==> config.mk <==
export PLATFORM = sky130hd
export DESIGN_NAME = mwd_watchdog
export DESIGN_NICKNAME = d
export VERILOG_FILES = /design/src/mwd_pkg.sv /design/src/mwd_watchdog.sv
export SDC_FILE = /design/constraint.sdc
export NUM_CORES = 1
export LEC_CHECK = 0
export BUFFER_PORTS_ARGS = -buffer_cell sky130_fd_sc_hd__clkbuf_2
export CAP_MARGIN = 20
export CORE_MARGIN = 10
export CORE_UTILIZATION = 30
export CTS_CLUSTER_DIAMETER = 200
export DETAILED_ROUTE_END_ITERATION = 8
export GPL_TIMING_DRIVEN = 1
export HOLD_SLACK_MARGIN = 0.06
export PLACE_DENSITY_LB_ADDON = 0.05
export SLEW_MARGIN = 20
export SYNTH_ARGS = -nofsm -noshare
export SYNTH_HDL_FRONTEND = slang
export SYNTH_SLANG_ARGS = --single-unit
==> constraint.sdc <==
create_clock -name clk_sys -period 7.65 [get_ports clk_sys]
set_input_delay 0.3825 -clock clk_sys [delete_from_list [all_inputs] [get_ports clk_sys]]
set_output_delay 0.3825 -clock clk_sys [all_outputs]
set_load 0.03 [all_outputs]
==> src/mwd_pkg.sv <==
// package: register map, field layout, reset values and timing for the millisecond watchdog
package mwd_pkg;
  // register indices as printed; byte address is four times the index
  localparam logic [7:0] MWD_IDX_PERIOD = 8'hD6;
  localparam logic [7:0] MWD_IDX_OFFKEY = 8'hD7;
  localparam logic [7:0] MWD_IDX_OSCMHZ = 8'hD8;
  localparam logic [9:0] MWD_ADDR_PERIOD = {MWD_IDX_PERIOD, 2'b00};
  localparam logic [9:0] MWD_ADDR_OFFKEY = {MWD_IDX_OFFKEY, 2'b00};
  localparam logic [9:0] MWD_ADDR_OSCMHZ = {MWD_IDX_OSCMHZ, 2'b00};
  localparam logic [9:0] MWD_ADDR_STATUS = 10'h0_364;
  // field positions
  localparam int MWD_PERIOD_LSB = 0;
  localparam int MWD_COUNT_LSB = 16;
  localparam int MWD_GUARD_LSB = 16;
  // reset values, the two keys and the oscillator limits
  localparam logic [15:0] MWD_PERIOD_RST = 16'h03E8;
  localparam logic [15:0] MWD_COUNT_RST = 16'h0000;
  localparam logic [31:0] MWD_OFF_KEY = 32'h0D15_AB1E;
  localparam logic [31:0] MWD_ON_KEY = 32'h0000_0000;
  localparam logic [6:0] MWD_OSC_RST = 7'h19;
  localparam logic [6:0] MWD_OSC_MIN = 7'h05;
  localparam logic [6:0] MWD_OSC_MAX = 7'h64;
  // tick: 1 ms = 1000 us; cycles per us equals the MHz setting
  localparam int MWD_TICK_US = 1000;
  localparam int MWD_CLK_MHZ = 20;
  localparam int MWD_RST_HOLD_CYC = 16;
  // status of the last register write
  typedef enum logic [1:0] {MWD_RSP_NONE, MWD_RSP_ACK, MWD_RSP_NACK} mwd_rsp_t;
  // register bus request carried as one struct
  typedef struct packed {
    logic wr;
    logic rd;
    logic [9:0] addr;
    logic [31:0] wdata;
  } mwd_req_t;
endpackage : mwd_pkg

==> src/mwd_watchdog.sv <==
// millisecond watchdog: registers, tick divider, countdown and tile reset
`timescale 1ns/1ns
// Notes on behaviour
// count drops once per millisecond tick
// 16-bit period field, resets to 1000
// live count readable in upper half
// count advances only while power_state_a
// accepted timeout write reloads the count
// software kicks before the period runs out
// software writes value with its complement
// bad complement gets nack, else ack
// expiry while enabled resets processor tile
// off key disables and clears counter
// writing zero enables the watchdog
// periods from 1 ms to 65 s
// tick derived from oscillator MHz setting
// complement high; rejected write changes nothing
// enabling loads counter from period first
module mwd_watchdog import mwd_pkg::*; #(
  parameter int TICK_US = MWD_TICK_US
) (
  input wire logic clk_sys,
  input wire logic rst,
  input wire mwd_req_t req,
  input wire logic power_state_a,
  output logic [31:0] rdata,
  output logic wr_ack,
  output logic wr_nack,
  output logic tile_reset
);
  // elaboration check: the 17-bit prescaler holds at most 100 MHz times 1000 us
  if (TICK_US < 1 || TICK_US > 1000) begin : g_bad_tick_us
    $error("TICK_US out of range");
  end

  // power_state_a pin synchroniser: three stages, change counts when 1 and 2 agree
  logic [2:0] power_state_a_sync_r;
  logic power_state_a_r;
  logic power_state_a_nxt;

  // registers
  logic [15:0] period_r, period_nxt;
  logic [15:0] count_r, count_nxt;
  logic [31:0] offkey_r, offkey_nxt;
  logic [6:0] osc_r, osc_nxt;
  logic enabled_r, enabled_nxt;
  logic [16:0] pre_r, pre_nxt;  // cycle prescaler toward one tick
  logic tick_r, tick_nxt;
  logic [31:0] rdata_nxt;
  logic ack_nxt, nack_nxt;
  logic trip_r, trip_nxt;  // tile reset pulse stretcher active
  logic [4:0] hold_r, hold_nxt;
  logic tile_reset_nxt;
  logic guard_ok;
  logic [16:0] tick_cycles;

  // tick length in system cycles: MHz setting times microseconds per tick
  assign tick_cycles = 17'(osc_r) * 17'(TICK_US);
  // the complement lives in the high half of the write data
  assign guard_ok = (req.wdata[MWD_GUARD_LSB +: 16] == ~req.wdata[MWD_PERIOD_LSB +: 16]);

  // next-state logic for the whole block except the power_state_a synchroniser shift register
  always_comb begin
    // power_state_a level moves only once the last two stages agree, so a pin glitch is ignored
    power_state_a_nxt = power_state_a_r;
    if (power_state_a_sync_r[1] == power_state_a_sync_r[2]) begin
      power_state_a_nxt = power_state_a_sync_r[2];
    end
    // by default the state registers keep their values, the answer strobes and read data fall
    period_nxt = period_r;
    count_nxt = count_r;
    offkey_nxt = offkey_r;
    osc_nxt = osc_r;
    enabled_nxt = enabled_r;
    ack_nxt = 1'b0;
    nack_nxt = 1'b0;
    trip_nxt = trip_r;
    hold_nxt = hold_r;
    tile_reset_nxt = trip_r;
    rdata_nxt = 32'h0000_0000;
    // prescaler: one tick every osc_mhz * TICK_US cycles, only while power_state_a
    pre_nxt = pre_r;
    tick_nxt = 1'b0;
    // power_state_a gating
    if (power_state_a_r && enabled_r) begin
      if (pre_r + 17'd1 >= tick_cycles) begin
        pre_nxt = 17'd0;
        tick_nxt = 1'b1;
      end else begin
        pre_nxt = pre_r + 17'd1;
      end
    end
    // countdown once per tick
    // the stretcher freezes the count, so one expiry gives one pulse
    if (tick_r && enabled_r && power_state_a_r && !trip_r) begin
      if (count_r <= 16'd1) begin
        count_nxt = 16'd0;
        // expiry starts tile reset
        trip_nxt = 1'b1;
        hold_nxt = 5'(MWD_RST_HOLD_CYC);
      end else begin
        count_nxt = count_r - 16'd1;
      end
    end
    // reset stretcher; count restarts from period after the pulse
    // hold_r runs from 16 down to 0, so the pulse lasts 17 cycles
    if (trip_r) begin
      if (hold_r == 5'd0) begin
        trip_nxt = 1'b0;
        count_nxt = period_r;
        pre_nxt = 17'd0;
      end else begin
        hold_nxt = hold_r - 5'd1;
      end
    end
    // register writes override the countdown in the same cycle
    // a kick on the very expiry tick reloads the count, but the tile reset still starts
    if (req.wr) begin
      unique case (req.addr)
        MWD_ADDR_PERIOD: begin
          // guard check answer
          if (guard_ok) begin
            ack_nxt = 1'b1;
            // any 16-bit period, 0 to 65535 ticks
            // store period and kick
            period_nxt = req.wdata[MWD_PERIOD_LSB +: 16];
            count_nxt = req.wdata[MWD_PERIOD_LSB +: 16];
            pre_nxt = 17'd0;
          end else begin
            // rejected write changes nothing
            nack_nxt = 1'b1;
          end
        end
        MWD_ADDR_OFFKEY: begin
          ack_nxt = 1'b1;
          offkey_nxt = req.wdata;
          // only the two keys act; other values are kept for readback alone
          if (req.wdata == MWD_OFF_KEY) begin
            // off key clears and disables
            enabled_nxt = 1'b0;
            count_nxt = MWD_COUNT_RST;
            pre_nxt = 17'd0;
          end else if (req.wdata == MWD_ON_KEY) begin
            // zero enables
            enabled_nxt = 1'b1;
            // load on enable edge
            if (!enabled_r) begin
              count_nxt = period_r;
              pre_nxt = 17'd0;
            end
          end
        end
        MWD_ADDR_OSCMHZ: begin
          // out-of-range frequencies are refused
          if (req.wdata[6:0] >= MWD_OSC_MIN && req.wdata[6:0] <= MWD_OSC_MAX
              && req.wdata[31:7] == 25'd0) begin
            osc_nxt = req.wdata[6:0];
            ack_nxt = 1'b1;
          end else begin
            nack_nxt = 1'b1;
          end
        end
        default: begin
          // unmapped address: ignored, answered with nack
          nack_nxt = 1'b1;
        end
      endcase
    end
    // read data one cycle after the strobe
    // zero outside a read, so several slaves can share an or-ed bus
    if (req.rd) begin
      unique case (req.addr)
        // live count in upper half
        MWD_ADDR_PERIOD: rdata_nxt = {count_r, period_r};
        MWD_ADDR_OFFKEY: rdata_nxt = offkey_r;
        MWD_ADDR_OSCMHZ: rdata_nxt = {25'd0, osc_r};
        MWD_ADDR_STATUS: rdata_nxt = {29'd0, trip_r, power_state_a_r, enabled_r};
        default: rdata_nxt = 32'h0000_0000;
      endcase
    end
  end

  // register everything
  // synchronous reset: every register loads a constant
  always_ff @(posedge clk_sys) begin
    if (rst) begin
      power_state_a_sync_r <= 3'b000;
      power_state_a_r <= 1'b0;
      period_r <= MWD_PERIOD_RST;
      count_r <= MWD_COUNT_RST;
      offkey_r <= MWD_OFF_KEY;
      osc_r <= MWD_OSC_RST;
      enabled_r <= 1'b0;
      pre_r <= 17'd0;
      tick_r <= 1'b0;
      rdata <= 32'h0000_0000;
      wr_ack <= 1'b0;
      wr_nack <= 1'b0;
      trip_r <= 1'b0;
      hold_r <= 5'd0;
      tile_reset <= 1'b0;
    end else begin
      // the pin enters stage 0; only stage 1 ever reads stage 0
      power_state_a_sync_r <= {power_state_a_sync_r[1:0], power_state_a};
      power_state_a_r <= power_state_a_nxt;
      period_r <= period_nxt;
      count_r <= count_nxt;
      offkey_r <= offkey_nxt;
      osc_r <= osc_nxt;
      enabled_r <= enabled_nxt;
      pre_r <= pre_nxt;
      tick_r <= tick_nxt;
      rdata <= rdata_nxt;
      wr_ack <= ack_nxt;
      wr_nack <= nack_nxt;
      trip_r <= trip_nxt;
      hold_r <= hold_nxt;
      tile_reset <= tile_reset_nxt;
    end
  end

  // assertions
  // guard answer checked
  a_guard_nack: assert property (@(posedge clk_sys) disable iff (rst)
    (req.wr && req.addr == MWD_ADDR_PERIOD && !guard_ok) |=> wr_nack && !wr_ack)
    else $error("bad guard not nacked");
  // answers never both
  a_ack_exclusive: assert property (@(posedge clk_sys) disable iff (rst)
    !(wr_ack && wr_nack))
    else $error("ack and nack together");
  // rejected write ignored
  a_reject_keeps: assert property (@(posedge clk_sys) disable iff (rst)
    (req.wr && req.addr == MWD_ADDR_PERIOD && !guard_ok) |=> $stable(period_r))
    else $error("rejected write changed period");
  // kick reloads count
  a_kick_reload: assert property (@(posedge clk_sys) disable iff (rst)
    (req.wr && req.addr == MWD_ADDR_PERIOD && guard_ok) |=> count_r == $past(req.wdata[15:0]))
    else $error("kick did not reload");
  // count within period
  a_count_bound: assert property (@(posedge clk_sys) disable iff (rst)
    count_r <= period_r)
    else $error("count above period");
  // period read back
  a_read_period: assert property (@(posedge clk_sys) disable iff (rst)
    (req.rd && req.addr == MWD_ADDR_PERIOD) |=> rdata[15:0] == $past(period_r))
    else $error("period readback wrong");
  // off key stops
  a_off_key: assert property (@(posedge clk_sys) disable iff (rst)
    (req.wr && req.addr == MWD_ADDR_OFFKEY && req.wdata == MWD_OFF_KEY)
    |=> !enabled_r && count_r == 16'd0) else $error("off key failed");
  // disabled count holds
  a_disabled_hold: assert property (@(posedge clk_sys) disable iff (rst)
    (!enabled_r && !req.wr && !trip_r) |=> $stable(count_r))
    else $error("count moved while disabled");
  // enable loads period
  a_enable_load: assert property (@(posedge clk_sys) disable iff (rst)
    (req.wr && req.addr == MWD_ADDR_OFFKEY && req.wdata == 32'd0 && !enabled_r)
    |=> enabled_r && count_r == $past(period_r)) else $error("enable did not load");
  // asleep count holds
  a_asleep_hold: assert property (@(posedge clk_sys) disable iff (rst)
    (!power_state_a_r && !req.wr && !trip_r) |=> $stable(count_r)) else $error("count moved asleep");
  // no tick asleep
  a_asleep_notick: assert property (@(posedge clk_sys) disable iff (rst)
    !power_state_a_r |=> !tick_r)
    else $error("tick while asleep");
  // expiry raises reset
  a_expiry_reset: assert property (@(posedge clk_sys) disable iff (rst)
    (tick_r && enabled_r && power_state_a_r && !trip_r && count_r == 16'd1 && !req.wr)
    |=> ##1 tile_reset) else $error("expiry gave no reset");
  // pulse lasts 17
  a_pulse_len: assert property (@(posedge clk_sys) disable iff (rst)
    $rose(tile_reset) |-> tile_reset[*8] ##1 tile_reset[*8] ##1 tile_reset ##1 !tile_reset)
    else $error("tile reset pulse length wrong");
  // count frozen in pulse
  a_trip_freeze: assert property (@(posedge clk_sys) disable iff (rst)
    (trip_r && hold_r != 5'd0 && !req.wr) |=> $stable(count_r))
    else $error("count moved during tile reset");
  // one step per tick
  a_step_one: assert property (@(posedge clk_sys) disable iff (rst)
    (tick_r && enabled_r && power_state_a_r && !trip_r && count_r > 16'd1 && !req.wr)
    |=> count_r == $past(count_r) - 16'd1) else $error("count step wrong");
  // live count readable
  a_read_count: assert property (@(posedge clk_sys) disable iff (rst)
    (req.rd && req.addr == MWD_ADDR_PERIOD) |=> rdata[31:16] == $past(count_r))
    else $error("count readback wrong");
  // bad frequency refused
  a_osc_refuse: assert property (@(posedge clk_sys) disable iff (rst)
    (req.wr && req.addr == MWD_ADDR_OSCMHZ
     && (req.wdata[6:0] < MWD_OSC_MIN || req.wdata[6:0] > MWD_OSC_MAX))
    |=> wr_nack && $stable(osc_r))
    else $error("bad frequency accepted");
  // good frequency stored
  a_osc_accept: assert property (@(posedge clk_sys) disable iff (rst)
    (req.wr && req.addr == MWD_ADDR_OSCMHZ && req.wdata[31:7] == 25'd0
     && req.wdata[6:0] >= MWD_OSC_MIN && req.wdata[6:0] <= MWD_OSC_MAX)
    |=> wr_ack && osc_r == $past(req.wdata[6:0]))
    else $error("good frequency refused");
  // cover points for the main scenarios
  c_kick: cover property (@(posedge clk_sys) wr_ack && enabled_r);
  c_nack: cover property (@(posedge clk_sys) wr_nack);
  c_expire: cover property (@(posedge clk_sys) $rose(tile_reset));
  c_tick: cover property (@(posedge clk_sys) tick_r && power_state_a_r);
  c_osc_set: cover property (@(posedge clk_sys) wr_ack && osc_r != MWD_OSC_RST);
endmodule : mwd_watchdog

==> summary.md <==
| Metric | Value |
|---|---|
| Outcome | complete, no violations |
| Clock Tree Root | clkbuf_16 |
| Vias per cell | 5.098 |
| First-iteration detailed-routing DRC count | 460 |
| Slew at the pin closest to its max-slew limit | 1033 ps |
| Tcrit/Tclk final | 76.23% |
| Routed WL | 25.25 mm |
| Max VDD drop | 0.1445 mV |
| First-pass GRT wire length | 39.21 mm |
| Post-synthesis sequential area ratio | 34.03% |
| Total gr overflow | 0 |
| Total track usage | 14.87% |
| Reg2reg path depth | 18 |
| Die area | 0.03338 sq mm |
| Ys async rst share | 0% |
| Post-route ant nets | 0 |
| # fillers | 2747 |
| WP data required | 7980 ps |
| Most used DFF post-synth | dfxtp_1 |
| Post-synth EDFFs | 0 |
| Worst path arrival time | 6160 ps |
| Share of layout cells above drive strength 1 | 14.18% |
| Max Cap Viol | 0 |
| Setup_tns | 0 ps |
| RSZ-0062 raised after global routing | no |
| # rows | 59 |
| Largest net degree at the start of global routing | 47 |
| Max Fclk | 0.1715 GHz |
| Clock Skew | 10.23 ps |
| YS warnings | 0 |
| Register bit total from synthesis | 135 |
| CTS Hold Bufs | 0 |
| Cts repair resizes | 0 |
| Crit-path max FO | 20 |
| Synth-to-Final Area Change | 15.61% |
| Vias in the first global route | 6406 |
| CP Capture Type | flop |
| Clock Tree Buf Depth | 2 |
| CTS tree | yes |
| Die width | 182.7 um |
| Multi-input gate area | 0.004847 sq mm |
| WL met2 | 10.70 mm |
| DR pass1 iterations | 5 |
| Top sig layer | met5 |
| Leak | 3.814 nW |
| FF-to-FF Start | osc_r[1] |
| Crit start category | flop |
| Num CTS Buffers | 17 |
| Post-Route Utilization | 35.23% |
| Die Height | 182.7 um |
| WL/cell | 19.08 um |
| Post-synthesis cell count | 922 |
| Placer Congestion | 0.7580 |
| Syn Nets | 1040 |
| Post-Syn Area per Cell | 8.613 sq um |
| I/O pin count | 82 |
| Setup crit start | osc_r[1] |
| Syn Std Cell Area | 0.007941 sq mm |
| Worst Setup Path Type | reg2reg |
| Detail Placement HPWL | 17.96 mm |
| Worst-path clk slew | 60 ps |
| CORE AREA | 0.02606 sq mm |
| Vias post-DR | 6744 |
| Register Area | 0.002703 sq mm |
| Routed wl met3 | 1.010 mm |
| I/O Buffers | 81 |
| Initial Util | 30.47% |
| Pwr/cell area | 176.0 mW/mm^2 |
| Final worst path period need | 5832 ps |
| Hold Path Class | in2reg |
| Most common cell after layout, fill and taps aside | dfxtp_1 |
| Clk sinks | 135 |
| NumNets Final | 1092 |
| Initial antenna violation count | 2 |
| Most frequent cells in the layout | dfxtp_1 (135), nand2_1 (127), clkbuf_2 (81) |
| Setup Buffers After CTS | 0 |
| Fin. max-slew vios | 0 |
| Reg2reg end | pre_r[2] |
| Met1 WL | 13.33 mm |
| Max_slew headroom | 30.98% |
| Worst skew pair latency | 430 ps |
| CTS H-tree depth | 4 |
| Final Hold Vio Count | 0 |
| Synth cell types | 71 |
| Critical path destination | pre_r[2] |
| Finish-stage setup viols | 0 |
| Worst R2R Setup Slack | 1820 ps |
| Remaining DRCs | 0 |
sequential cells by signal, indices dropped and copies added, names as in the netlist, 3 cells and up:
| register | count |
|---|---|
| offkey_r | 32 |
| osc_r | 7 |
| hold_r | 5 |
| pre_r | 17 |
| count_r | 16 |
| power_state_a_sync_r | 3 |
| rdata | 32 |
| period_r | 16 |
per-layer routing:
metal,vias to the layer above,global-route usage [%]
li1,3376,-
met1,3221,21.80
met2,127,21.67
met3,18,2.908
met4,2,3.612
met5,-,0
cell usage after synthesis (6+ instances only):
library cell    n  area share [%]
a21oi_1        49             3.1
xnor2_1        17             1.9
nand2_1       128             6.1
clkbuf_1       38             1.8
ha_1           53             8.4
mux2i_1        48             6.1
nor2b_1        12            0.95
and2_1          7            0.55
a221o_1        13             1.6
nand3_1        39             2.5
o21ai_0        10            0.63
nor4_1         14             1.1
buf_2          12            0.76
nor2_1         75             3.5
fa_1           18             4.5
and3_1          6            0.47
or4_1           7            0.66
nor3_1         24             1.5
a211oi_1       15             1.4
dfxtp_1       135              34
a22oi_1         9            0.85
xor2_1         31             3.4
nand4_1        29             2.3
inv_1          42             2.0
critical path, cell delays in order (launching register included):
cell      delay (ps)
dfxtp_1          500
fa_1             510
fa_1             510
inv_1             50
fa_1             470
fa_1             530
inv_1             40
ha_1             290
o21ai_0          100
a21boi_0         110
o21ai_0          290
nand2b_1         120
xnor2_1          260
ha_1             310
a211o_1          270
or2_2            280
o21ai_2          710
o211ai_1         180
a21oi_1          190
worst min-delay path by stage:
stage	start	endpoint	cells past startpoint
floorplan	power_state_a_sync_r[0]	power_state_a_sync_r[1]	1
global placement	power_state_a_sync_r[0]	power_state_a_sync_r[1]	1
detailed placement	power_state_a_sync_r[0]	power_state_a_sync_r[1]	1
CTS	power_state_a	power_state_a_sync_r[0]	2
global route	power_state_a	power_state_a_sync_r[0]	2
finish	power_state_a	power_state_a_sync_r[0]	2
cell families after synthesis:
logic type,synth area share [%]
mux,6.192
fa+ha+maj,12.89
flops,34.03
buf+inv,5.105
simple gates,23.92
compound gates,12.57
xor+xnor,5.294
power breakdown:
part           switching [mW]  internal (mW)
logic                  0.0477         0.0216
clock network           0.380          0.462
registers            0.000391          0.703
total                   0.428           1.19
stage by stage:
stage	hold slack [ps]	instances	power, mW	instance area, sq um	setup slack, ps
after global routing	187.7	1322	1.673	9179	1406
after global placement	419.1	1290	0.7897	8588	1957
final	164.1	1323	1.616	9181	1818
after CTS	153.1	1322	1.633	9179	1790
after detailed placement	422.0	1290	0.7893	8588	1819
after floorplan	413.8	922	0.7544	7941	2561
layout make-up:
| class | instances | area share (%) |
|---|---|---|
| Tap cell | 335 | 4.565 |
| Timing Repair Buffer | 88 | 4.988 |
| Multi-Input combinational cell | 689 | 52.79 |
| Inverter | 43 | 1.758 |
| Clock buffer | 17 | 4.633 |
| Sequential cell | 135 | 29.44 |
| Antenna cell | 1 | 0.02726 |
| Clock inverter | 15 | 1.799 |
Power figures use the tool's default switching activity.
